<file path="src/pkg/sob_map.svh">
`ifndef SOB_MAP_SVH
`define SOB_MAP_SVH
// frame geometry
`define SOB_ROWS 4'h9
`define SOB_COLS_1 10'h05A
`define SOB_COLS_3 10'h10E
`define SOB_TOH_1 10'h003
`define SOB_TOH_3 10'h009
`define SOB_CELL_LEN 6'h35
// fixed transmit overhead values and received line AIS code
`define SOB_A1 8'hF6
`define SOB_A2 8'h28
`define SOB_H1_PTR 8'h62
`define SOB_H2_PTR 8'h0A
`define SOB_H1_CONC 8'h93
`define SOB_H2_CONC 8'hFF
`define SOB_C2_ATM 8'h13
`define SOB_K2_RDI 3'h6
`define SOB_K2_AIS 3'h7
// legal far-end counts and pointer limits
`define SOB_M1_MAX 8'h18
`define SOB_G1_MAX 4'h8
`define SOB_PTR_MAX 10'h30E
`define SOB_PTR_DBITS 10'h155
`define SOB_NDF_NORM 4'h6
`define SOB_NDF_SET 4'h9
// scrambler seed, counter width
`define SOB_SCR_SEED 7'h7F
`define SOB_CNT_W 16
`endif

</file>
<file path="src/pkg/sob_pkg.sv">
`include "sob_map.svh"
package sob_pkg;
    typedef enum logic [0:0] {
        SOB_HUNT = 1'b0,
        SOB_SYNC = 1'b1
    } sob_fsm_t;

    typedef struct packed {
        // transmit side
        logic [9:0] tx_col;
        logic [3:0] tx_row;
        logic [1:0] tx_sub;
        logic [6:0] tx_scr;
        logic [7:0] tx_b1;
        logic [7:0] tx_b1_acc;
        logic [2:0][7:0] tx_b2;
        logic [2:0][7:0] tx_b2_acc;
        logic [7:0] tx_b3;
        logic [7:0] tx_b3_acc;
        logic [5:0] tx_cell;
        logic tx_rd;
        logic [7:0] tx_byte;
        logic tx_frame;
        // receive side
        sob_fsm_t rx_fsm;
        logic rx_in_frame;
        logic rx_ref;
        logic [7:0] rx_prev;
        logic [9:0] rx_col;
        logic [3:0] rx_row;
        logic [1:0] rx_sub;
        logic [6:0] rx_scr;
        logic [7:0] rx_b1;
        logic [7:0] rx_b1_acc;
        logic [2:0][7:0] rx_b2;
        logic [2:0][7:0] rx_b2_acc;
        logic [7:0] rx_b3;
        logic [7:0] rx_b3_acc;
        logic [7:0] rx_h1;
        logic [9:0] rx_ptr;
        logic rx_neg;
        logic rx_lop;
        logic rx_pais;
        logic rx_lais;
        logic rx_lrdi;
        logic rx_prdi;
        logic [4:0] b2_int;
        logic [4:0] b2_last;
        logic [3:0] b3_int;
        logic [3:0] b3_last;
        logic [`SOB_CNT_W-1:0] cnt_b1;
        logic [`SOB_CNT_W-1:0] cnt_b2;
        logic [`SOB_CNT_W-1:0] cnt_b3;
        logic [`SOB_CNT_W-1:0] cnt_lfebe;
        logic [`SOB_CNT_W-1:0] cnt_pfebe;
        logic [7:0] rx_data;
        logic rx_valid;
    } sob_state_t;
endpackage

</file>
<file path="src/design/sob_core.sv">
// Function
// - transmit inserts frame alignment bytes every frame, unscrambled.
// - receiver hunts the byte stream for the alignment pattern.
// - trace/growth slots carry 01,02,03 (STS-3c) or 01 (STS-1), unscrambled.
// - receiver ignores trace and growth slots.
// - section parity over previous scrambled frame, inserted before scrambling.
// - receiver checks section parity, counts each bit error.
// - first pointer pair carries 522 normal flag; others concatenation in STS-3c.
// - receiver reads pointer, flags loss of pointer and path AIS.
// - pointer action bytes sent zero; received only as data on negative stuff.
// - line parity over line overhead and envelope of previous frame, pre-scrambling.
// - receiver checks line parity, counts each bit error.
// - line remote defect sends 110 in maintenance bits 6-8.
// - line AIS forces line overhead and envelope to all ones.
// - receiver decodes maintenance bits 6-8 for line AIS and RDI.
// - line growth byte carries previous interval's line parity errors, 0-24.
// - receiver adds legal line far-end values, discards illegal ones.
// - path parity over previous envelope before scrambling.
// - path parity inserted before scrambling; receiver counts path parity errors.
// - path signal label sent as 13 hex for ATM.
// - path status byte carries path RDI and previous path error count 0-8.
// - receiver adds legal path status counts and detects path RDI.
// - cell offset byte gives distance to next cell boundary; receiver ignores it.
`timescale 1ns/10ps
`default_nettype none
`include "sob_map.svh"
module sob_core
    import sob_pkg::*;
(
    input wire logic i_core_clk, // line byte clock
    input wire logic i_resetn, // async reset, active low
    input wire logic i_sts3c, // 1 STS-3c, 0 STS-1
    input wire logic [7:0] i_tx_data, // cell byte to send
    input wire logic i_tx_line_rdi, // send line RDI
    input wire logic i_tx_line_ais, // send line AIS
    input wire logic i_tx_path_rdi, // send path RDI
    input wire logic [7:0] i_rx_byte, // received line byte
    output logic o_tx_rd, // cell byte taken this cycle
    output logic [7:0] o_tx_byte, // line byte out
    output logic o_tx_frame, // first byte of frame out
    output logic [7:0] o_rx_data, // received cell byte
    output logic o_rx_valid, // rx cell byte strobe
    output logic o_rx_in_frame, // framer locked
    output logic o_rx_lop, // loss of pointer
    output logic o_rx_path_ais, // path AIS seen
    output logic o_rx_line_ais, // line AIS seen
    output logic o_rx_line_rdi, // line RDI seen
    output logic o_rx_path_rdi, // path RDI seen
    output logic [`SOB_CNT_W-1:0] o_cnt_b1, // section parity errors
    output logic [`SOB_CNT_W-1:0] o_cnt_b2, // line parity errors
    output logic [`SOB_CNT_W-1:0] o_cnt_b3, // path parity errors
    output logic [`SOB_CNT_W-1:0] o_cnt_lfebe, // line far-end errors
    output logic [`SOB_CNT_W-1:0] o_cnt_pfebe // path far-end errors
);

    // ****************************************
    // helper functions
    // ****************************************

    // scrambler step, msb first: returns {next state, key byte}
    function automatic logic [14:0] sob_scr(input logic [6:0] st);
        logic [6:0] s;
        logic [7:0] k;
        s = st;
        k = 8'h00;
        for (int i = 7; i >= 0; i--) begin
            k[i] = s[6];
            s = {s[5:0], s[6] ^ s[5]};
        end
        return {s, k};
    endfunction

    // next frame position: {col, row, sub}
    function automatic logic [15:0] sob_adv(input logic [9:0] col, input logic [3:0] row,
                                            input logic [1:0] sub, input logic sts3c);
        logic [9:0] ncol;
        logic [1:0] nmax;
        logic [9:0] c;
        logic [3:0] r;
        logic [1:0] b;
        ncol = sts3c ? `SOB_COLS_3 : `SOB_COLS_1;
        nmax = sts3c ? 2'h2 : 2'h0;
        c = col + 10'h001;
        r = row;
        b = (sub == nmax) ? 2'h0 : sub + 2'h1;
        if (col == ncol - 10'h001) begin
            c = 10'h000;
            b = 2'h0;
            r = (row == `SOB_ROWS - 4'h1) ? 4'h0 : row + 4'h1;
        end
        return {c, r, b};
    endfunction

    // overhead slot of a column: 0,1,2 or 3 outside overhead
    function automatic logic [1:0] sob_slot(input logic [9:0] col, input logic sts3c);
        logic [1:0] sl;
        sl = 2'h3;
        if (sts3c) begin
            if (col < 10'h003) begin
                sl = 2'h0;
            end else if (col < 10'h006) begin
                sl = 2'h1;
            end else if (col < 10'h009) begin
                sl = 2'h2;
            end
        end else if (col < 10'h003) begin
            sl = col[1:0];
        end
        return sl;
    endfunction

    // line growth slot test
    function automatic logic sob_is_m1(input logic [1:0] sl, input logic [1:0] sub, input logic sts3c);
        return sts3c ? (sl == 2'h2 && sub == 2'h2) : (sl == 2'h1);
    endfunction

    function automatic logic [3:0] sob_pop(input logic [7:0] v);
        logic [3:0] n;
        n = 4'h0;
        for (int i = 0; i < 8; i++) begin
            n = n + {3'h0, v[i]};
        end
        return n;
    endfunction

    // ****************************************
    // state
    // ****************************************

    sob_state_t s;
    sob_state_t next_s;

    logic [9:0] toh_w;
    logic [9:0] last_col;
    logic [15:0] tx_pos;
    logic [15:0] rx_pos;
    logic [1:0] tx_sl;
    logic [1:0] rx_sl;
    logic [14:0] tx_k;
    logic [14:0] rx_k;
    logic [7:0] raw;
    logic [7:0] out;
    logic [7:0] desc;
    logic [9:0] ptr;
    logic tx_row0oh;
    logic rx_row0oh;
    logic tx_last;
    logic rx_last;

    // ****************************************
    // transmit and receive processing
    // ****************************************
    always_comb begin
        next_s = s;
        toh_w = i_sts3c ? `SOB_TOH_3 : `SOB_TOH_1;
        last_col = (i_sts3c ? `SOB_COLS_3 : `SOB_COLS_1) - 10'h001;
        tx_pos = sob_adv(s.tx_col, s.tx_row, s.tx_sub, i_sts3c);
        rx_pos = sob_adv(s.rx_col, s.rx_row, s.rx_sub, i_sts3c);
        tx_sl = sob_slot(s.tx_col, i_sts3c);
        rx_sl = sob_slot(s.rx_col, i_sts3c);
        tx_row0oh = (s.tx_row == 4'h0) && (tx_sl != 2'h3);
        rx_row0oh = (s.rx_row == 4'h0) && (rx_sl != 2'h3);
        tx_last = (s.tx_row == `SOB_ROWS - 4'h1) && (s.tx_col == last_col);
        rx_last = (s.rx_row == `SOB_ROWS - 4'h1) && (s.rx_col == last_col);
        // restart at first byte after row-0 overhead
        tx_k = sob_scr((s.tx_row == 4'h0 && s.tx_col == toh_w) ? `SOB_SCR_SEED : s.tx_scr);
        rx_k = sob_scr((s.rx_row == 4'h0 && s.rx_col == toh_w) ? `SOB_SCR_SEED : s.rx_scr);
        raw = 8'h00;
        ptr = {s.rx_h1[1:0], 8'h00};

        // transmit byte before scrambling
        if (tx_sl != 2'h3) begin
            case (s.tx_row)
                4'h0: begin
                    if (tx_sl == 2'h0) begin
                        raw = `SOB_A1;
                    end else if (tx_sl == 2'h1) begin
                        raw = `SOB_A2;
                    end else begin
                        raw = {6'h00, s.tx_sub} + 8'h01;
                    end
                end
                4'h1: begin
                    raw = (tx_sl == 2'h0 && s.tx_sub == 2'h0) ? s.tx_b1 : 8'h00;
                end
                4'h3: begin
                    if (tx_sl == 2'h0) begin
                        raw = (s.tx_sub == 2'h0) ? `SOB_H1_PTR : `SOB_H1_CONC;
                    end else if (tx_sl == 2'h1) begin
                        raw = (s.tx_sub == 2'h0) ? `SOB_H2_PTR : `SOB_H2_CONC;
                    end
                end
                4'h4: begin
                    if (tx_sl == 2'h0) begin
                        raw = s.tx_b2[s.tx_sub];
                    end else if (tx_sl == 2'h2 && s.tx_sub == 2'h0) begin
                        raw = {5'h00, i_tx_line_rdi ? `SOB_K2_RDI : 3'h0};
                    end
                end
                4'h8: begin
                    raw = sob_is_m1(tx_sl, s.tx_sub, i_sts3c) ? {3'h0, s.b2_last} : 8'h00;
                end
                default: begin
                    raw = 8'h00;
                end
            endcase
        end else if (s.tx_col == toh_w) begin
            case (s.tx_row)
                4'h1: raw = s.tx_b3;
                4'h2: raw = `SOB_C2_ATM;
                4'h3: raw = {s.b3_last, i_tx_path_rdi, 3'h0};
                4'h5: raw = (s.tx_cell == 6'h00) ? 8'h00 : {2'h0, `SOB_CELL_LEN - s.tx_cell};
                default: raw = 8'h00;
            endcase
        end else begin
            raw = i_tx_data;
        end
        // line AIS overwrites line overhead and envelope
        if (i_tx_line_ais && (s.tx_row > 4'h2 || tx_sl == 2'h3)) begin
            raw = 8'hFF;
        end

        out = tx_row0oh ? raw : raw ^ tx_k[7:0];
        next_s.tx_scr = tx_k[14:8];
        next_s.tx_byte = out;
        next_s.tx_frame = (s.tx_row == 4'h0) && (s.tx_col == 10'h000);
        next_s.tx_col = tx_pos[15:6];
        next_s.tx_row = tx_pos[5:2];
        next_s.tx_sub = tx_pos[1:0];
        next_s.tx_rd = (sob_slot(tx_pos[15:6], i_sts3c) == 2'h3) && (tx_pos[15:6] != toh_w);
        if (s.tx_rd) begin
            next_s.tx_cell = (s.tx_cell == `SOB_CELL_LEN - 6'h01) ? 6'h00 : s.tx_cell + 6'h01;
        end

        next_s.tx_b1_acc = s.tx_b1_acc ^ out;
        // line parity, one per interleaved column
        if (s.tx_row > 4'h2 || tx_sl == 2'h3) begin
            next_s.tx_b2_acc[s.tx_sub] = s.tx_b2_acc[s.tx_sub] ^ raw;
        end
        if (tx_sl == 2'h3) begin
            next_s.tx_b3_acc = s.tx_b3_acc ^ raw;
        end
        if (tx_last) begin
            next_s.tx_b1 = next_s.tx_b1_acc;
            next_s.tx_b2 = next_s.tx_b2_acc;
            next_s.tx_b3 = next_s.tx_b3_acc;
            next_s.tx_b1_acc = 8'h00;
            next_s.tx_b2_acc = '0;
            next_s.tx_b3_acc = 8'h00;
        end

        // receive framer
        next_s.rx_prev = i_rx_byte;
        next_s.rx_valid = 1'b0;
        next_s.rx_col = rx_pos[15:6];
        next_s.rx_row = rx_pos[5:2];
        next_s.rx_sub = rx_pos[1:0];
        next_s.rx_scr = rx_k[14:8];
        desc = rx_row0oh ? i_rx_byte : i_rx_byte ^ rx_k[7:0];
        case (s.rx_fsm)
            SOB_HUNT: begin
                // hunt for last A1 then first A2
                if (s.rx_prev == `SOB_A1 && i_rx_byte == `SOB_A2) begin
                    next_s.rx_fsm = SOB_SYNC;
                    next_s.rx_in_frame = 1'b1;
                    next_s.rx_col = (i_sts3c ? 10'h003 : 10'h001) + 10'h001;
                    next_s.rx_row = 4'h0;
                    next_s.rx_sub = i_sts3c ? 2'h1 : 2'h0;
                    // alignment bytes up to the first A2 already passed; no reference parity yet
                    next_s.rx_ref = 1'b0;
                    next_s.rx_b1_acc = `SOB_A1 ^ `SOB_A2;
                    next_s.rx_b2_acc = '0;
                    next_s.rx_b3_acc = 8'h00;
                    next_s.b2_int = 5'h00;
                    next_s.b3_int = 4'h0;
                end
            end
            SOB_SYNC: begin
                if (s.rx_row == 4'h0 && s.rx_col == (i_sts3c ? 10'h003 : 10'h001) &&
                    !(s.rx_prev == `SOB_A1 && i_rx_byte == `SOB_A2)) begin
                    next_s.rx_fsm = SOB_HUNT;
                    next_s.rx_in_frame = 1'b0;
                end
            end
            default: begin
                next_s.rx_fsm = SOB_HUNT;
                next_s.rx_in_frame = 1'b0;
            end
        endcase

        if (s.rx_fsm == SOB_SYNC) begin
            // trace and growth fall through untouched
            next_s.rx_b1_acc = s.rx_b1_acc ^ i_rx_byte;
            if (s.rx_row > 4'h2 || rx_sl == 2'h3) begin
                next_s.rx_b2_acc[s.rx_sub] = s.rx_b2_acc[s.rx_sub] ^ desc;
            end
            if (rx_sl == 2'h3) begin
                next_s.rx_b3_acc = s.rx_b3_acc ^ desc;
            end
            if (rx_sl != 2'h3) begin
                case (s.rx_row)
                    4'h1: begin
                        if (rx_sl == 2'h0 && s.rx_sub == 2'h0 && s.rx_ref) begin
                            next_s.cnt_b1 = s.cnt_b1 + `SOB_CNT_W'(sob_pop(desc ^ s.rx_b1));
                        end
                    end
                    4'h3: begin
                        if (rx_sl == 2'h0 && s.rx_sub == 2'h0) begin
                            next_s.rx_h1 = desc;
                        end else if (rx_sl == 2'h1 && s.rx_sub == 2'h0) begin
                            ptr = {s.rx_h1[1:0], desc};
                            next_s.rx_pais = (s.rx_h1 == 8'hFF) && (desc == 8'hFF);
                            if (s.rx_h1 == 8'hFF && desc == 8'hFF) begin
                                next_s.rx_lop = 1'b0;
                            end else if ((s.rx_h1[7:4] == `SOB_NDF_NORM || s.rx_h1[7:4] == `SOB_NDF_SET) &&
                                         ptr <= `SOB_PTR_MAX) begin
                                next_s.rx_lop = 1'b0;
                                next_s.rx_ptr = ptr;
                            end else if (((ptr ^ s.rx_ptr) & `SOB_PTR_DBITS) == `SOB_PTR_DBITS) begin
                                next_s.rx_neg = 1'b1;
                            end else begin
                                next_s.rx_lop = 1'b1;
                            end
                        end else if (rx_sl == 2'h2 && s.rx_neg) begin
                            // action bytes carry data on negative stuff
                            next_s.rx_data = desc;
                            next_s.rx_valid = 1'b1;
                            next_s.rx_neg = (s.rx_sub != (i_sts3c ? 2'h2 : 2'h0));
                        end
                    end
                    4'h4: begin
                        if (rx_sl == 2'h0 && s.rx_ref) begin
                            next_s.cnt_b2 = s.cnt_b2 + `SOB_CNT_W'(sob_pop(desc ^ s.rx_b2[s.rx_sub]));
                            next_s.b2_int = s.b2_int + {1'b0, sob_pop(desc ^ s.rx_b2[s.rx_sub])};
                        end else if (rx_sl == 2'h2 && s.rx_sub == 2'h0) begin
                            next_s.rx_lais = (desc[2:0] == `SOB_K2_AIS);
                            next_s.rx_lrdi = (desc[2:0] == `SOB_K2_RDI);
                        end
                    end
                    4'h8: begin
                        if (sob_is_m1(rx_sl, s.rx_sub, i_sts3c) && desc <= `SOB_M1_MAX) begin
                            next_s.cnt_lfebe = s.cnt_lfebe + `SOB_CNT_W'(desc);
                        end
                    end
                    default: begin
                        next_s.rx_valid = 1'b0;
                    end
                endcase
            end else if (s.rx_col == toh_w) begin
                if (s.rx_row == 4'h1 && s.rx_ref) begin
                    next_s.cnt_b3 = s.cnt_b3 + `SOB_CNT_W'(sob_pop(desc ^ s.rx_b3));
                    next_s.b3_int = sob_pop(desc ^ s.rx_b3);
                end else if (s.rx_row == 4'h3) begin
                    next_s.rx_prdi = desc[3];
                    if (desc[7:4] <= `SOB_G1_MAX) begin
                        next_s.cnt_pfebe = s.cnt_pfebe + `SOB_CNT_W'(desc[7:4]);
                    end
                end
            end else begin
                // cell offset ignored; payload passed on
                next_s.rx_data = desc;
                next_s.rx_valid = 1'b1;
            end
            if (rx_last) begin
                next_s.rx_b1 = next_s.rx_b1_acc;
                next_s.rx_b2 = next_s.rx_b2_acc;
                next_s.rx_b3 = next_s.rx_b3_acc;
                next_s.rx_b1_acc = 8'h00;
                next_s.rx_b2_acc = '0;
                next_s.rx_b3_acc = 8'h00;
                next_s.b2_last = s.b2_int;
                next_s.b3_last = s.b3_int;
                next_s.b2_int = 5'h00;
                next_s.rx_ref = 1'b1;
            end
        end
    end

    // ****************************************
    // state register
    // ****************************************
    always_ff @(posedge i_core_clk or negedge i_resetn) begin
        if (!i_resetn) begin
            s <= '0;
        end else begin
            s <= next_s;
        end
    end

    // outputs straight from state
    assign o_tx_rd = s.tx_rd;
    assign o_tx_byte = s.tx_byte;
    assign o_tx_frame = s.tx_frame;
    assign o_rx_data = s.rx_data;
    assign o_rx_valid = s.rx_valid;
    assign o_rx_in_frame = s.rx_in_frame;
    assign o_rx_lop = s.rx_lop;
    assign o_rx_path_ais = s.rx_pais;
    assign o_rx_line_ais = s.rx_lais;
    assign o_rx_line_rdi = s.rx_lrdi;
    assign o_rx_path_rdi = s.rx_prdi;
    assign o_cnt_b1 = s.cnt_b1;
    assign o_cnt_b2 = s.cnt_b2;
    assign o_cnt_b3 = s.cnt_b3;
    assign o_cnt_lfebe = s.cnt_lfebe;
    assign o_cnt_pfebe = s.cnt_pfebe;

endmodule
`default_nettype wire

</file>
<file path="config.mk">
export PLATFORM = sky130hd
export DESIGN_NAME = sob_core
export DESIGN_NICKNAME = d
export VERILOG_FILES = /design/src/pkg/sob_pkg.sv /design/src/design/sob_core.sv
export VERILOG_INCLUDE_DIRS = /design/src /design/src/pkg
export SDC_FILE = /design/constraint.sdc
export NUM_CORES = 1
export LEC_CHECK = 0
export BUFFER_PORTS_ARGS = -buffer_cell sky130_fd_sc_hd__buf_2
export CAP_MARGIN = 20
export CORE_MARGIN = 2
export CORE_UTILIZATION = 35
export DETAILED_ROUTE_END_ITERATION = 10
export GPL_TIMING_DRIVEN = 0
export PLACE_DENSITY = 0.56
export SLEW_MARGIN = 5
export SYNTH_ARGS = -nofsm -noshare
export SYNTH_HDL_FRONTEND = slang
export SYNTH_SLANG_ARGS = --single-unit
</file>
<file path="constraint.sdc">
create_clock -name i_core_clk -period 7.8 [get_ports i_core_clk]
set_input_delay 0.78 -clock i_core_clk [delete_from_list [all_inputs] [get_ports i_core_clk]]
set_output_delay 0.78 -clock i_core_clk [all_outputs]
set_load 0.02 [all_outputs]
</file>
* Word level (Yosys, flattened, before mapping)
Index checks and enable logic that the tools add are counted.
** Word-level totals
- Register bits :: 364
** Operators by class
- Add/subtract/negate cells :: 38
- Magnitude comparators :: 18
- Eq/ne operators :: 51
- Mux-type cells :: 144
- Bitwise operators :: 34
- Reductions and logical operators :: 57
** Operators by type and width (number)
- $mux 16 :: 17
- $mux 203 :: 1
- $mux 8 :: 25
- $mux 72 :: 2
- $mux 24 :: 4
- $xor 8x8->8 :: 11
- $add 16x4->16 :: 4
- $bmux 8 s2 :: 4
- $mux 9 :: 6
- $mux 10 :: 5
- $add 4x1->4 :: 12
- $bwmux 24 :: 2
- $mux 2 :: 23
- $mux 4 :: 10
- $pmux 8 s5 :: 1
- $demux 8 s2 :: 2
- $mux 32 :: 1
- $pmux 8 s4 :: 1
- $add 10x1->10 const B :: 3
- $lt 10x2->1 const B :: 3
- $lt 10x3->1 const B :: 3
- $lt 10x4->1 const B :: 3
- $mux 5 :: 6
- $logic_and 1x1->1 :: 28
- other kinds (62) :: 165

* Longest topological paths before layout
Gate-level depths: netlist (run 1).
- Depth after elaboration :: 22
- Depth in mapped cells :: 30
- Mapped depth without buffers :: 27

* Worst setup path after synthesis (run 1)
Ideal clock, no wire load.
- Path kind :: in2reg
- Start :: input i_sts3c
- End :: register s, in the netlist o_cnt_b2[13]
- Setup time :: 0.125 ns
- Arrival time :: 6.561 ns
- Required time :: 7.675 ns
- Path slack :: 1.114 ns
- Cell stages on the path :: 26
- Path through :: buf_2 or3b_4 a211o_4 nor2_4 o21ai_0 xnor2_1 clkbuf_1 xnor2_1 fa_1 inv_1 fa_1 inv_1 fa_1 inv_1 ha_1 fa_1 ha_1 a21o_1 a21oi_1 nor2b_1 o21ai_0 nor2_1 and3_1 nand3_1 nor2_1 xor2_1
** On the way
- Elaborated cells between the ends (all ways) :: 22
** RTL lines
- start: declaration :: RTL line sob_core.sv:32 : input wire logic i_sts3c,
- $mux 4 (no source line)
- $eq 10x4->1 :: RTL line sob_core.sv:167 : rx_k = sob_scr((s.rx_row == 4'h0 && s.rx_col == toh_w) ? `SOB_SCR_SEED : s.rx_scr);
- $logic_and 1x1->1 :: RTL line sob_core.sv:167
- $mux 7 :: RTL line sob_core.sv:167
- $xor 8x8->8 :: RTL line sob_core.sv:259 : desc = rx_row0oh ? i_rx_byte : i_rx_byte ^ rx_k[7:0];
- $mux 8 * :: RTL line sob_core.sv:259
- via desc[3] :: RTL line sob_core.sv:143 : logic [7:0] desc;
- $xor 8x8->8 * :: RTL line sob_core.sv:333 : next_s.cnt_b2 = s.cnt_b2 + `SOB_CNT_W'(sob_pop(desc ^ s.rx_b2[s.rx_sub]));
- $add 3x1->4 * :: RTL line sob_core.sv:121 : n = n + {3'h0, v[i]};
- $add 4x1->4 * (4 in a row) :: RTL line sob_core.sv:121
- $add 16x4->16 * :: RTL line sob_core.sv:333
- end signal: assignment :: RTL line sob_core.sv:386 : s <= next_s;
- end: declaration :: RTL line sob_core.sv:130 : sob_state_t s;
The timed path passes the listed nets; every way through them passes the cells marked *.
A chain may end at the register's enable or synchronous reset.

* Final worst setup path (run 1)
- Start :: register s[227] in the netlist's numbering
- End :: register s, in the netlist o_cnt_b2[13]
** On the way
- Longest elaborated chain between the ends :: 17
- Elaborated cells between the ends (all ways) :: 28
** Ends and longest elaborated chain
- $lt 10x4->1 :: RTL line sob_core.sv:103 : end else if (col < 10'h009) begin
- $mux 1 :: RTL line sob_core.sv:103
- $mux 2 :: RTL line sob_core.sv:101 : end else if (col < 10'h006) begin
- $mux 2 :: RTL line sob_core.sv:99 : if (col < 10'h003) begin
- $mux 2 :: RTL line sob_core.sv:98 : if (sts3c) begin
- $ne 2x2->1 :: RTL line sob_core.sv:162 : rx_row0oh = (s.rx_row == 4'h0) && (rx_sl != 2'h3);
- $logic_and 1x1->1 :: RTL line sob_core.sv:162
- $mux 8 * :: RTL line sob_core.sv:259
- via desc[0] :: RTL line sob_core.sv:143
- $xor 8x8->8 * :: RTL line sob_core.sv:333
- $add 1x1->2 * :: RTL line sob_core.sv:121
- $add 2x1->3 * :: RTL line sob_core.sv:121
- $add 3x1->4 * :: RTL line sob_core.sv:121
- $add 4x1->4 * (4 in a row) :: RTL line sob_core.sv:121
- $add 16x4->16 * :: RTL line sob_core.sv:333
Marked as above.

==> results.md, run 1 <==
- Final RePlAce weighted congestion: just over 0.9
- Syn. warnings: 0
- ANT nets after route: 0
- Clock root buffer: clkbuf_16
- Clock power share: 0.260
- Initial antenna violation count: 0
- Register bit total from synthesis: roughly 360
- Fmax: about 140 MHz
- Top cells by count, synth: dfrtp_1, nand2_1, o21ai_0
- Row count: 87
- Worst Setup Start Kind: flip-flop
- Tmin final: between 7 and 8 ns
- Die width: approximately 240 µm
- Pleak: 10.9 nW
- I/O pin cnt: ~130
- Synth Instances: approximately 2,200
- Met3 usage: 0.0331
- Final WL: 57.1 mm
- Share of layout cells above drive strength 1: 0.154
- Core ar.: between 50,000 and 60,000 µm²
- Post-synth top flop: dfrtp_1
- Finished Layout Cells: approximately 3,100
- Worst R2R Setup Slack: about 0.56 ns
- Pre-Repair DR Iteration Count: 6
- CP endpoint kind: flip-flop
- Clock Skews: between 0.02 and 0.025 ns
- M2 GR Usage: 0.322
- RSZ-0062 raised after global routing: no
- HPWL Detailed: about 42 mm
- Largest net degree at the start of global routing: 110
- Max Slew Vio Count: 0
- Setup Fix Bufs, Post-CTS: 0
- DR iter-0 viols: roughly 1,200
- R2R Path End: o_cnt_b2[13]
- Fin. Hold Viols: 0
- Worst ir drop on vdd: around 0.33 mV
- GR peak layer: met2
- Ant. Diodes: 0
- Vias in the first global route: 16,268
- Status: finished, final reports clean
- Placed Cells: roughly 3,000
- Req. time, crit path: around 8.3 ns
- Int Pwr: approximately 4.7 mW
- Switching part of the total: 0.413
- Max Cap Viol: 0
- Die ar.: 59,500 µm²
- H-tree depth: 2
- Post-synth EDFFs: 0
- Routed WL per cell: approximately 18 µm
- Worst-skew pair later-pin latency: roughly 0.57 ns
- P_sw: ~3.3 mW
- Comb power frac: 0.475
- Worst slew pin tran: between 1 and 1.5 ns
- Dominant cells by area after synthesis: dfrtp_1, xnor2_1, nand2_1
- Sinks on Clock Net: about 360
- DRC errors left: 0
- First-pass GRT wire length: about 90 mm
- Seq/Total Area, Yosys: 0.446
- PortBufs: about 130
- Synth Net Count: 2,252
- Post-route setup slack: between 0.5 and 0.6 ns
- Initial Util: 0.356
- All-Layer GR Usage: 0.192
- Syn_area_per_cell: between 9 and 10 µm²
- Seq pwr share: 0.265
- Hold WC Path Type: primary input to asynchronous set/reset pin
- Leading area contributor after synthesis: dfrtp_1
- Slew margin rel.: 0.326
- Reg2reg start: s[227]
- Routed via count: between 15,000 and 20,000
- Unique cell type count in the Yosys netlist: between 70 and 80
- Clock-pin slew on the worst setup and hold paths: 0.06 ns
- DR vias/cell: between 5 and 6
- GRT overflow: 0
- CTS tree: done
- Worst slack, placed: -0.362 ns
- Crit-path max FO: 10
- # setup viols final: 0
- Number of buffers created by CTS: 43
- Post-synth top area share: 0.446
- Cell Area, Synth: approximately 20,000 µm²
- Die Ht: about 240 µm
- Post-synth ARST share: 1.00
- Sum Neg Setup Slack: 0 ns
- Pwr Density: between 300 and 400 nW/µm²
- Count leader, synth: dfrtp_1
- Final #Nets: between 2,000 and 2,500
- CP arrival: ~7.7 ns
- Worst setup path class: flip-flop to flip-flop
- Area growth syn-to-layout: 15.8%
- M1 GR Usage: 0.249
- Worst reg2reg path depth: 26
- Tcrit/Tclk final: 0.929
- Clk buf depth: 3
==> layer usage <==
metal,vias up,share of wire
li1,7664,-
met1,7929,0.44
met2,433,0.48
met3,118,0.051
met4,0,0.036
met5,-,0
==> worst max path at each step <==
stage,start,to,slack [ns],depth (start not counted)
finish,s[227],o_cnt_b2[13],0.56,26
floorplan,i_sts3c,o_cnt_b2[13],1.11,26
global placement,i_resetn,o_cnt_lfebe[6],-1.22,1
global route,s[227],o_cnt_b2[13],0.06,26
detailed placement,i_sts3c,o_cnt_b2[15],-0.36,26
CTS,s[231],o_cnt_b2[15],0.33,27
==> cell families after synthesis <==
group	synth area share
buffers and inverters	0.0678
flip-flops	0.446
XOR/XNOR	0.0886
adder cells (fa/ha/maj)	0.0563
multiplexers	0.0334
AO/OA/AOI/OAI	0.142
AND/OR/NAND/NOR	0.166
==> through the flow <==
| stage | utilization | cell area (µm²) | hold WS (ns) | power, mW |
|---|---|---|---|---|
| 2_1_floorplan | - | 20200 | 0.438 | 4.71 |
| 3_5_place_dp | 0.386 | 21900 | 0.461 | 5.98 |
| 5_1_grt | 0.412 | 23300 | 0.228 | 8.58 |
| 3_3_place_gp | 0.383 | 21700 | 0.451 | 5.80 |
| 4_1_cts | 0.411 | 23300 | 0.188 | 8.10 |
| 6_report | 0.412 | 23300 | 0.172 | 8.01 |
==> cell usage in the layout (no fill, tap or decap), types with 16 or more instances in the layout <==
cell type,count
xor2_1,56
nand3_1,73
clkbuf_1,93
mux2i_1,38
and2_1,25
nand2_1,277
ha_1,62
clkbuf_16,45
nor2_1,185
nor3_1,45
o211ai_1,16
nor2b_1,16
and3_1,20
xnor2_1,139
buf_4,101
o21ai_0,187
fa_1,18
inv_1,64
a21o_1,28
buf_2,134
mux2_2,26
dfrtp_1,359
o31ai_1,22
a31oi_1,28
a21oi_1,75
==> power by group through the flow <==
stage	registers, mW	logic (mW)	clock network (mW)
floorplan	2.13	2.58	0
global placement	2.15	3.65	0
detailed placement	2.16	3.82	0
CTS	2.12	3.84	2.14
global route	2.14	4.23	2.21
finish	2.13	3.80	2.08
==> critical path: stages, from the launching register on <==
cell and delay, ns:
dfrtp_1 0.34, clkbuf_1 0.41, nand3b_1 0.25, a211o_4 0.43, nor2_4 0.25, nor2_1 0.13
o221ai_2 0.53, inv_2 0.31, xnor2_1 0.24, fa_1 0.54, inv_1 0.05, fa_1 0.52
inv_1 0.06, fa_1 0.54, inv_1 0.04, ha_1 0.21, fa_1 0.62, ha_1 0.28
a21o_1 0.16, a21oi_1 0.22, nor2b_1 0.07, o21ai_0 0.14, nor2_1 0.09, and3_1 0.26
nand3_1 0.20, nor2_1 0.08, xor2_1 0.14
==> area by class of cell <==
class                   count  area (µm²)
fillers                  5575       33400
clock buffers              60        1260
plain buffers             198        1120
multi-input cells        1527        9850
flip-flops and latches    359        8980
well taps                 756         946
repair buffers            132         746
clock inverters            13         193
inverters                  66         248
==> what timing repair did <==
item / 4_1_cts / 5_1_grt
hold buffers: 0 / 0
endpoints found under the setup margin: 2 / 8
gates resized for setup: 1 / 6
gates cloned: 0 / 0
==> flip-flops by register name (all words and copies together), names as in the netlist, 8 cells and up <==
register,cells
o_cnt_b1,16
o_cnt_pfebe,16
o_cnt_lfebe,16
o_cnt_b2,16
o_tx_byte,8
s,254
o_rx_data,8
o_cnt_b3,16
No activity file was read; power rests on OpenSTA's default activity.
==> run 2: changes to the inputs <==
CORE_UTILIZATION = 62   (was 35)
PLACE_DENSITY = 0.86   (was 0.56)
==> results.md, run 2 (same netlist as run 1, synthesis figures left out) <==
- Status: finished, final reports clean (unchanged)
- Pwr Density: 339 nW/µm² (was 343 nW/µm²)
- # setup viols final: 0 (unchanged)
- Sum Neg Setup Slack: 0 ns (unchanged)
- Ant. Diodes: 0 (unchanged)
- Share of layout cells above drive strength 1: 0.152 (was 0.154)
- Worst Setup Start Kind: flip-flop (unchanged)
- Worst setup path class: flip-flop to flip-flop (unchanged)
- Initial antenna violation count: 0 (unchanged)
- Clock Skews: 0.0298 ns (was 0.0246 ns)
- Tmin final: 7.38 ns (was 7.24 ns)
- Area growth syn-to-layout: 13.5% (was 15.8%)
- All-Layer GR Usage: 0.316 (was 0.192)
- Most common cell on crit path: fa_1 (unchanged)
- DRC errors left: 0 (unchanged)
- Most common cell after layout, fill and taps aside: dfrtp_1 (unchanged)
- CP endpoint kind: flip-flop (unchanged)
- CP arrival: 7.78 ns (was 7.69 ns)
- ANT nets after route: 0 (unchanged)
- Max Cap Viol: 0 (unchanged)
- DR iter-0 viols: 1,841 (was 1,207)
- Die ar.: 34,000 µm² (was 59,500 µm²)
- Crit-path max FO: 10 (unchanged)
- Die Ht: 184 µm (was 244 µm)
- Number of buffers created by CTS: 40 (was 43)
- Pleak: 10.9 nW (about the same)
- Fmax: 135 MHz (was 138 MHz)
- Filler cell count: 2,311 (was 5,575)
- HPWL Detailed: 38.6 mm (was 41.7 mm)
- CTS tree: done (unchanged)
- Hold-fix buffers at CTS: 0 (unchanged)
- Hold WC Path Type: primary input to asynchronous set/reset pin (unchanged)
- Reg2reg start: s[224] (was s[227])
- Crit. Startpoint: s[224] (was s[227])
- Setup Fix Bufs, Post-CTS: 0 (unchanged)
- First-pass GRT wire length: 85.3 mm (was 90.5 mm)
- Vias in the first global route: 16,575 (was 16,268)
- Largest register FFs: 254 (unchanged)
- Initial Util: 0.624 (was 0.356)
- Clk buf depth: 3 (unchanged)
- Die width: 184 µm (was 244 µm)
- I/O pin cnt: 127 (unchanged)
- Routed WL per cell: 19.1 µm (was 18.3 µm)
- Final RePlAce weighted congestion: 0.931 (was 0.911)
- Final WL: 53.5 mm (was 57.1 mm)
- CP max stage delay: 0.64 ns (was 0.62 ns)
- Clock-pin slew on the worst setup and hold paths: 0.06 ns (about the same)
- Critical-path top delay cell: fa_1 (unchanged)
- Routed via count: 16,930 (was 16,144)
- RSZ-0062 raised after global routing: no (unchanged)
- Fin. Hold Viols: 0 (unchanged)
- Row count: 66 (was 87)
- PortBufs: 125 (unchanged)
- Core Util, Final: 0.709 (was 0.412)
- Worst-skew pair later-pin latency: 0.54 ns (was 0.57 ns)
- Clock root buffer: clkbuf_16 (unchanged)
- Worst slew pin tran: 1.10 ns (was 1.01 ns)
- Pre-Repair DR Iteration Count: 6 (unchanged)
- Tcrit/Tclk final: 0.947 (was 0.929)
- Core ar.: 32,300 µm² (was 56,700 µm²)
- Hold_ws: 0.158 ns (was 0.172 ns)
- Final #Nets: 2,427 (was 2,429)
- Sinks on Clock Net: 359 (unchanged)
- GRT overflow: 0 (unchanged)
- Max Slew Vio Count: 0 (unchanged)
- Req. time, crit path: 8.19 ns (was 8.25 ns)
- Most flops, register: s (unchanged)
- Worst ir drop on vdd: 0.257 mV (was 0.334 mV)
- Slew margin rel.: 0.263 (was 0.326)
- Largest net degree at the start of global routing: 78 (was 110)
- DR vias/cell: 6.05 (was 5.19)
- H-tree depth: 2 (unchanged)
- Commonest non-fill, non-tap cells in the layout: dfrtp_1, nand2_1, o21ai_0 (unchanged)
run 2: cell count changes in the layout (fill, tap and decap cells not counted), moves of 2 or more:
cell	change
clkinv_2	-2
clkbuf_16	-3
clkinv_8	+2
clkinvlp_4	+3
clkbuf_8	-2
run 2: worst max-delay path: cells and delay by family, from the launching register on:
kind	cells	cell delay, ns
AO/OA/AOI/OAI	5	0.97
XOR/XNOR	3	0.64
adder cells (fa/ha/maj)	7	3.05
buffers and inverters	5	0.74
flip-flops	1	0.50
AND/OR/NAND/NOR	8	1.34
run 2: metrics by stage:
step | instance area, µm² | setup slack, ns | std cells | power, mW
after floorplan | 20200 | 1.11 | 2150 | 4.71
after global placement | 21300 | -0.775 | 2717 | 5.51
after detailed placement | 21500 | -0.139 | 2725 | 5.77
after CTS | 22900 | 0.127 | 2797 | 7.74
after global routing | 22900 | 0.0411 | 2797 | 8.28
final | 22900 | 0.416 | 2797 | 7.76
run 2: power by group:
group / leakage (nW) / total (mW) / switching (mW) / internal (mW)
sequential: 4.78 / 2.13 / 0.111 / 2.02
clock: 0.665 / 1.97 / 0.793 / 1.18
combinational: 5.44 / 3.66 / 2.27 / 1.39
run 2: layout make-up:
cell class | count | area, µm² | area share
multi-input combinational | 1527 | 9820 | 0.429
sequential | 359 | 8980 | 0.393
clock buffer | 56 | 1160 | 0.0509
buffer | 198 | 1120 | 0.0491
timing repair buffer | 133 | 774 | 0.0338
tap | 442 | 553 | 0.0242
inverter | 66 | 248 | 0.0108
clock inverter | 16 | 216 | 0.00946
run 2: what timing repair did:
item | 4_1_cts | 5_1_grt
resized for setup | 0 | 5
endpoints found under the hold margin | 0 | 0
setup endpoints to repair | 0 | 13
run 2: routing by layer:
layer / share of wire / wire (µm) / global-route usage / vias up
met5: 0 / 0 / 0 / -
met3: 0.078 / 4190 / 0.0553 / 171
met1: 0.40 / 21500 / 0.420 / 8256
met2: 0.48 / 25600 / 0.514 / 851
li1: - / - / - / 7652
met4: 0.042 / 2250 / 0.132 / 0
run 2: worst paths after layout:
kind | cells after the start | to | slack, ns
max in group asynchronous | 4 | o_cnt_lfebe[12] | 6.08
hold reg to reg | 2 | s[89] | 0.47
min in group i_core_clk | 1 | s[234] | 0.37
setup / recovery | 28 | o_cnt_b2[15] | 0.42
setup reg to reg | 28 | o_cnt_b2[15] | 0.42
hold / removal | 1 | s[346] | 0.16
==> run 3: changes to the inputs <==
CORE_UTILIZATION = 55   (was 62)
PLACE_DENSITY = 0.78   (was 0.86)
==> results.md, run 3 (same netlist as run 1, synthesis figures left out) <==
- Commonest non-fill, non-tap cells in the layout: dfrtp_1, nand2_1, o21ai_0 (unchanged)
- Largest net degree at the start of global routing: 114 (was 78)
- RSZ-0062 raised after global routing: no (unchanged)
- Max Slew Vio Count: 0 (unchanged)
- Slew margin rel.: 0.279 (was 0.263)
- Number of buffers created by CTS: 41 (was 40)
- Most common cell on crit path: fa_1 (unchanged)
- Fin. Hold Viols: 0 (unchanged)
- DRC errors left: 0 (unchanged)
- CP arrival: 7.84 ns (was 7.78 ns)
- H-tree depth: 2 (unchanged)
- Tcrit/Tclk final: 0.947 (about the same)
- HPWL Detailed: 37.7 mm (was 38.6 mm)
- Pleak: 10.9 nW (about the same)
- Worst slew pin tran: 1.07 ns (was 1.10 ns)
- Cell family with most CP delay: adder cells (unchanged)
- Die Ht: 195 µm (was 184 µm)
- WP buf/inv: 5 (unchanged)
- Crit-path max FO: 10 (unchanged)
- Initial Util: 0.555 (was 0.624)
- Worst setup path class: flip-flop to flip-flop (unchanged)
- Worst Setup Start Kind: flip-flop (unchanged)
- Row count: 70 (was 66)
- Hold WC Path Type: primary input to asynchronous set/reset pin (unchanged)
- CTS tree: done (unchanged)
- Clock root buffer: clkbuf_16 (unchanged)
- Clock-pin slew on the worst setup and hold paths: 0.06 ns (about the same)
- Most common cell after layout, fill and taps aside: dfrtp_1 (unchanged)
- Clk buf depth: 3 (unchanged)
- Clock Skews: 0.0224 ns (was 0.0298 ns)
- Vias in the first global route: 16,604 (was 16,575)
- Post-DP Area: 21,500 µm² (about the same)
- Setup Fix Bufs, Post-CTS: 0 (unchanged)
- Final RePlAce weighted congestion: 0.996 (was 0.931)
- Final WL: 53.3 mm (was 53.5 mm)
- Status: finished, final reports clean (unchanged)
- DR vias/cell: 5.93 (was 6.05)
- Worst-skew pair later-pin latency: 0.57 ns (was 0.54 ns)
- Final instance area: 22,900 µm² (about the same)
- # setup viols final: 0 (unchanged)
- Worst ir drop on vdd: 0.297 mV (was 0.257 mV)
- Share of layout cells above drive strength 1: 0.152 (about the same)
- Final #Nets: 2,427 (unchanged)
- Critical-path top delay cell: fa_1 (unchanged)
- Routed via count: 16,741 (was 16,930)
- CP endpoint kind: flip-flop (unchanged)
- Pre-Repair DR Iteration Count: 6 (unchanged)
- DR iter-0 viols: 1,588 (was 1,841)
- GRT overflow: 0 (unchanged)
- Die ar.: 38,200 µm² (was 34,000 µm²)
- I/O pin cnt: 127 (unchanged)
- All-Layer GR Usage: 0.281 (was 0.316)
- Core ar.: 36,300 µm² (was 32,300 µm²)
- CP max stage delay: 0.65 ns (was 0.64 ns)
- Die width: 195 µm (was 184 µm)
- Core Util, Final: 0.631 (was 0.709)
- Routed WL per cell: 18.9 µm (was 19.1 µm)
- ANT nets after route: 0 (unchanged)
- Largest register FFs: 254 (unchanged)
- Ant. Diodes: 0 (unchanged)
- First-pass GRT wire length: 86.2 mm (was 85.3 mm)
- Tmin final: 7.39 ns (was 7.38 ns)
- Sinks on Clock Net: 359 (unchanged)
- Most flops, register: s (unchanged)
- Area growth syn-to-layout: 13.7% (was 13.5%)
- PortBufs: 125 (unchanged)
- Fmax: 135 MHz (about the same)
- Req. time, crit path: 8.25 ns (was 8.19 ns)
- Max Cap Viol: 0 (unchanged)
- Pwr Density: 347 nW/µm² (was 339 nW/µm²)
- Initial antenna violation count: 0 (unchanged)
==> run 3: changes by cell type in the layout (fill, tap and decap cells not counted), moves of 2 or more <==
cell,previous run,this run
clkbuf_8,6,10
clkinv_2,5,3
clkinv_8,2,0
clkinvlp_4,4,2
inv_6,1,3
==> run 3: path summary, 6_finish.rpt <==
check	startpoint	cells past startpoint	to	slack, ns
worst max-delay path	s[224]	28	o_cnt_b2[15]	0.41
worst min-delay path	i_resetn	1	s[346]	0.24
worst max register to register	s[224]	28	o_cnt_b2[15]	0.41
worst min register to register	o_cnt_b1[15]	1	o_cnt_b1[15]	0.47
max in group asynchronous	i_resetn	3	s[131]	6.14
min in group i_core_clk	i_rx_byte[0]	1	s[234]	0.33
==> run 3: power breakdown <==
part | leakage, nW | internal (mW) | switching (mW)
Combinational | 5.42 | 1.39 | 2.39
Sequential | 4.78 | 2.02 | 0.104
Clock | 0.698 | 1.24 | 0.802
==> run 3: cell type report <==
type,instances,area (µm²)
tap,468,586
clock buffer,61,1240
sequential,359,8980
clock inverter,13,185
inverter,66,248
fill,2884,13400
timing repair buffer,132,742
multi-input combinational,1527,9820
buffer,198,1120
==> run 3: worst register-to-register path: cells and delay by family, from the launching register on <==
kind                       cells  cell delay [ns]
AOI/OAI and AO/OA              5             0.91
xor gates and xnor gates       3             0.66
and+or+nand+nor                8             1.31
buffers and inverters          5             0.85
DFF                            1             0.49
adders and majority gates      7             3.08
==> run 3: what timing repair did <==
action,4_1_cts,5_1_grt
endpoints found under the setup margin,0,13
resized for setup,0,3
hold endpoints to repair,0,0
hold buffers,0,0
==> run 3: metrics by stage <==
| stage | setup slack (ns) | power (mW) | cells | hold WS (ns) | setup TNS, ns |
|---|---|---|---|---|---|
| 2_1_floorplan | 1.11 | 4.71 | 2150 | 0.438 | 0 |
| 5_1_grt | 0.0191 | 8.44 | 2824 | 0.327 | 0 |
| 3_3_place_gp | -0.905 | 5.59 | 2743 | 0.455 | -306.39 |
| 4_1_cts | 0.262 | 7.92 | 2823 | 0.316 | 0 |
| 6_report | 0.410 | 7.95 | 2824 | 0.244 | 0 |
| 3_5_place_dp | -0.0973 | 5.85 | 2749 | 0.459 | -0.192 |
==> run 3: layer usage <==
metal	global-route usage	vias up	part of all wire
met3	0.0534	135	0.080
met4	0.116	0	0.035
met1	0.369	8244	0.41
met2	0.460	704	0.47
li1	-	7658	-
met5	0	-	0
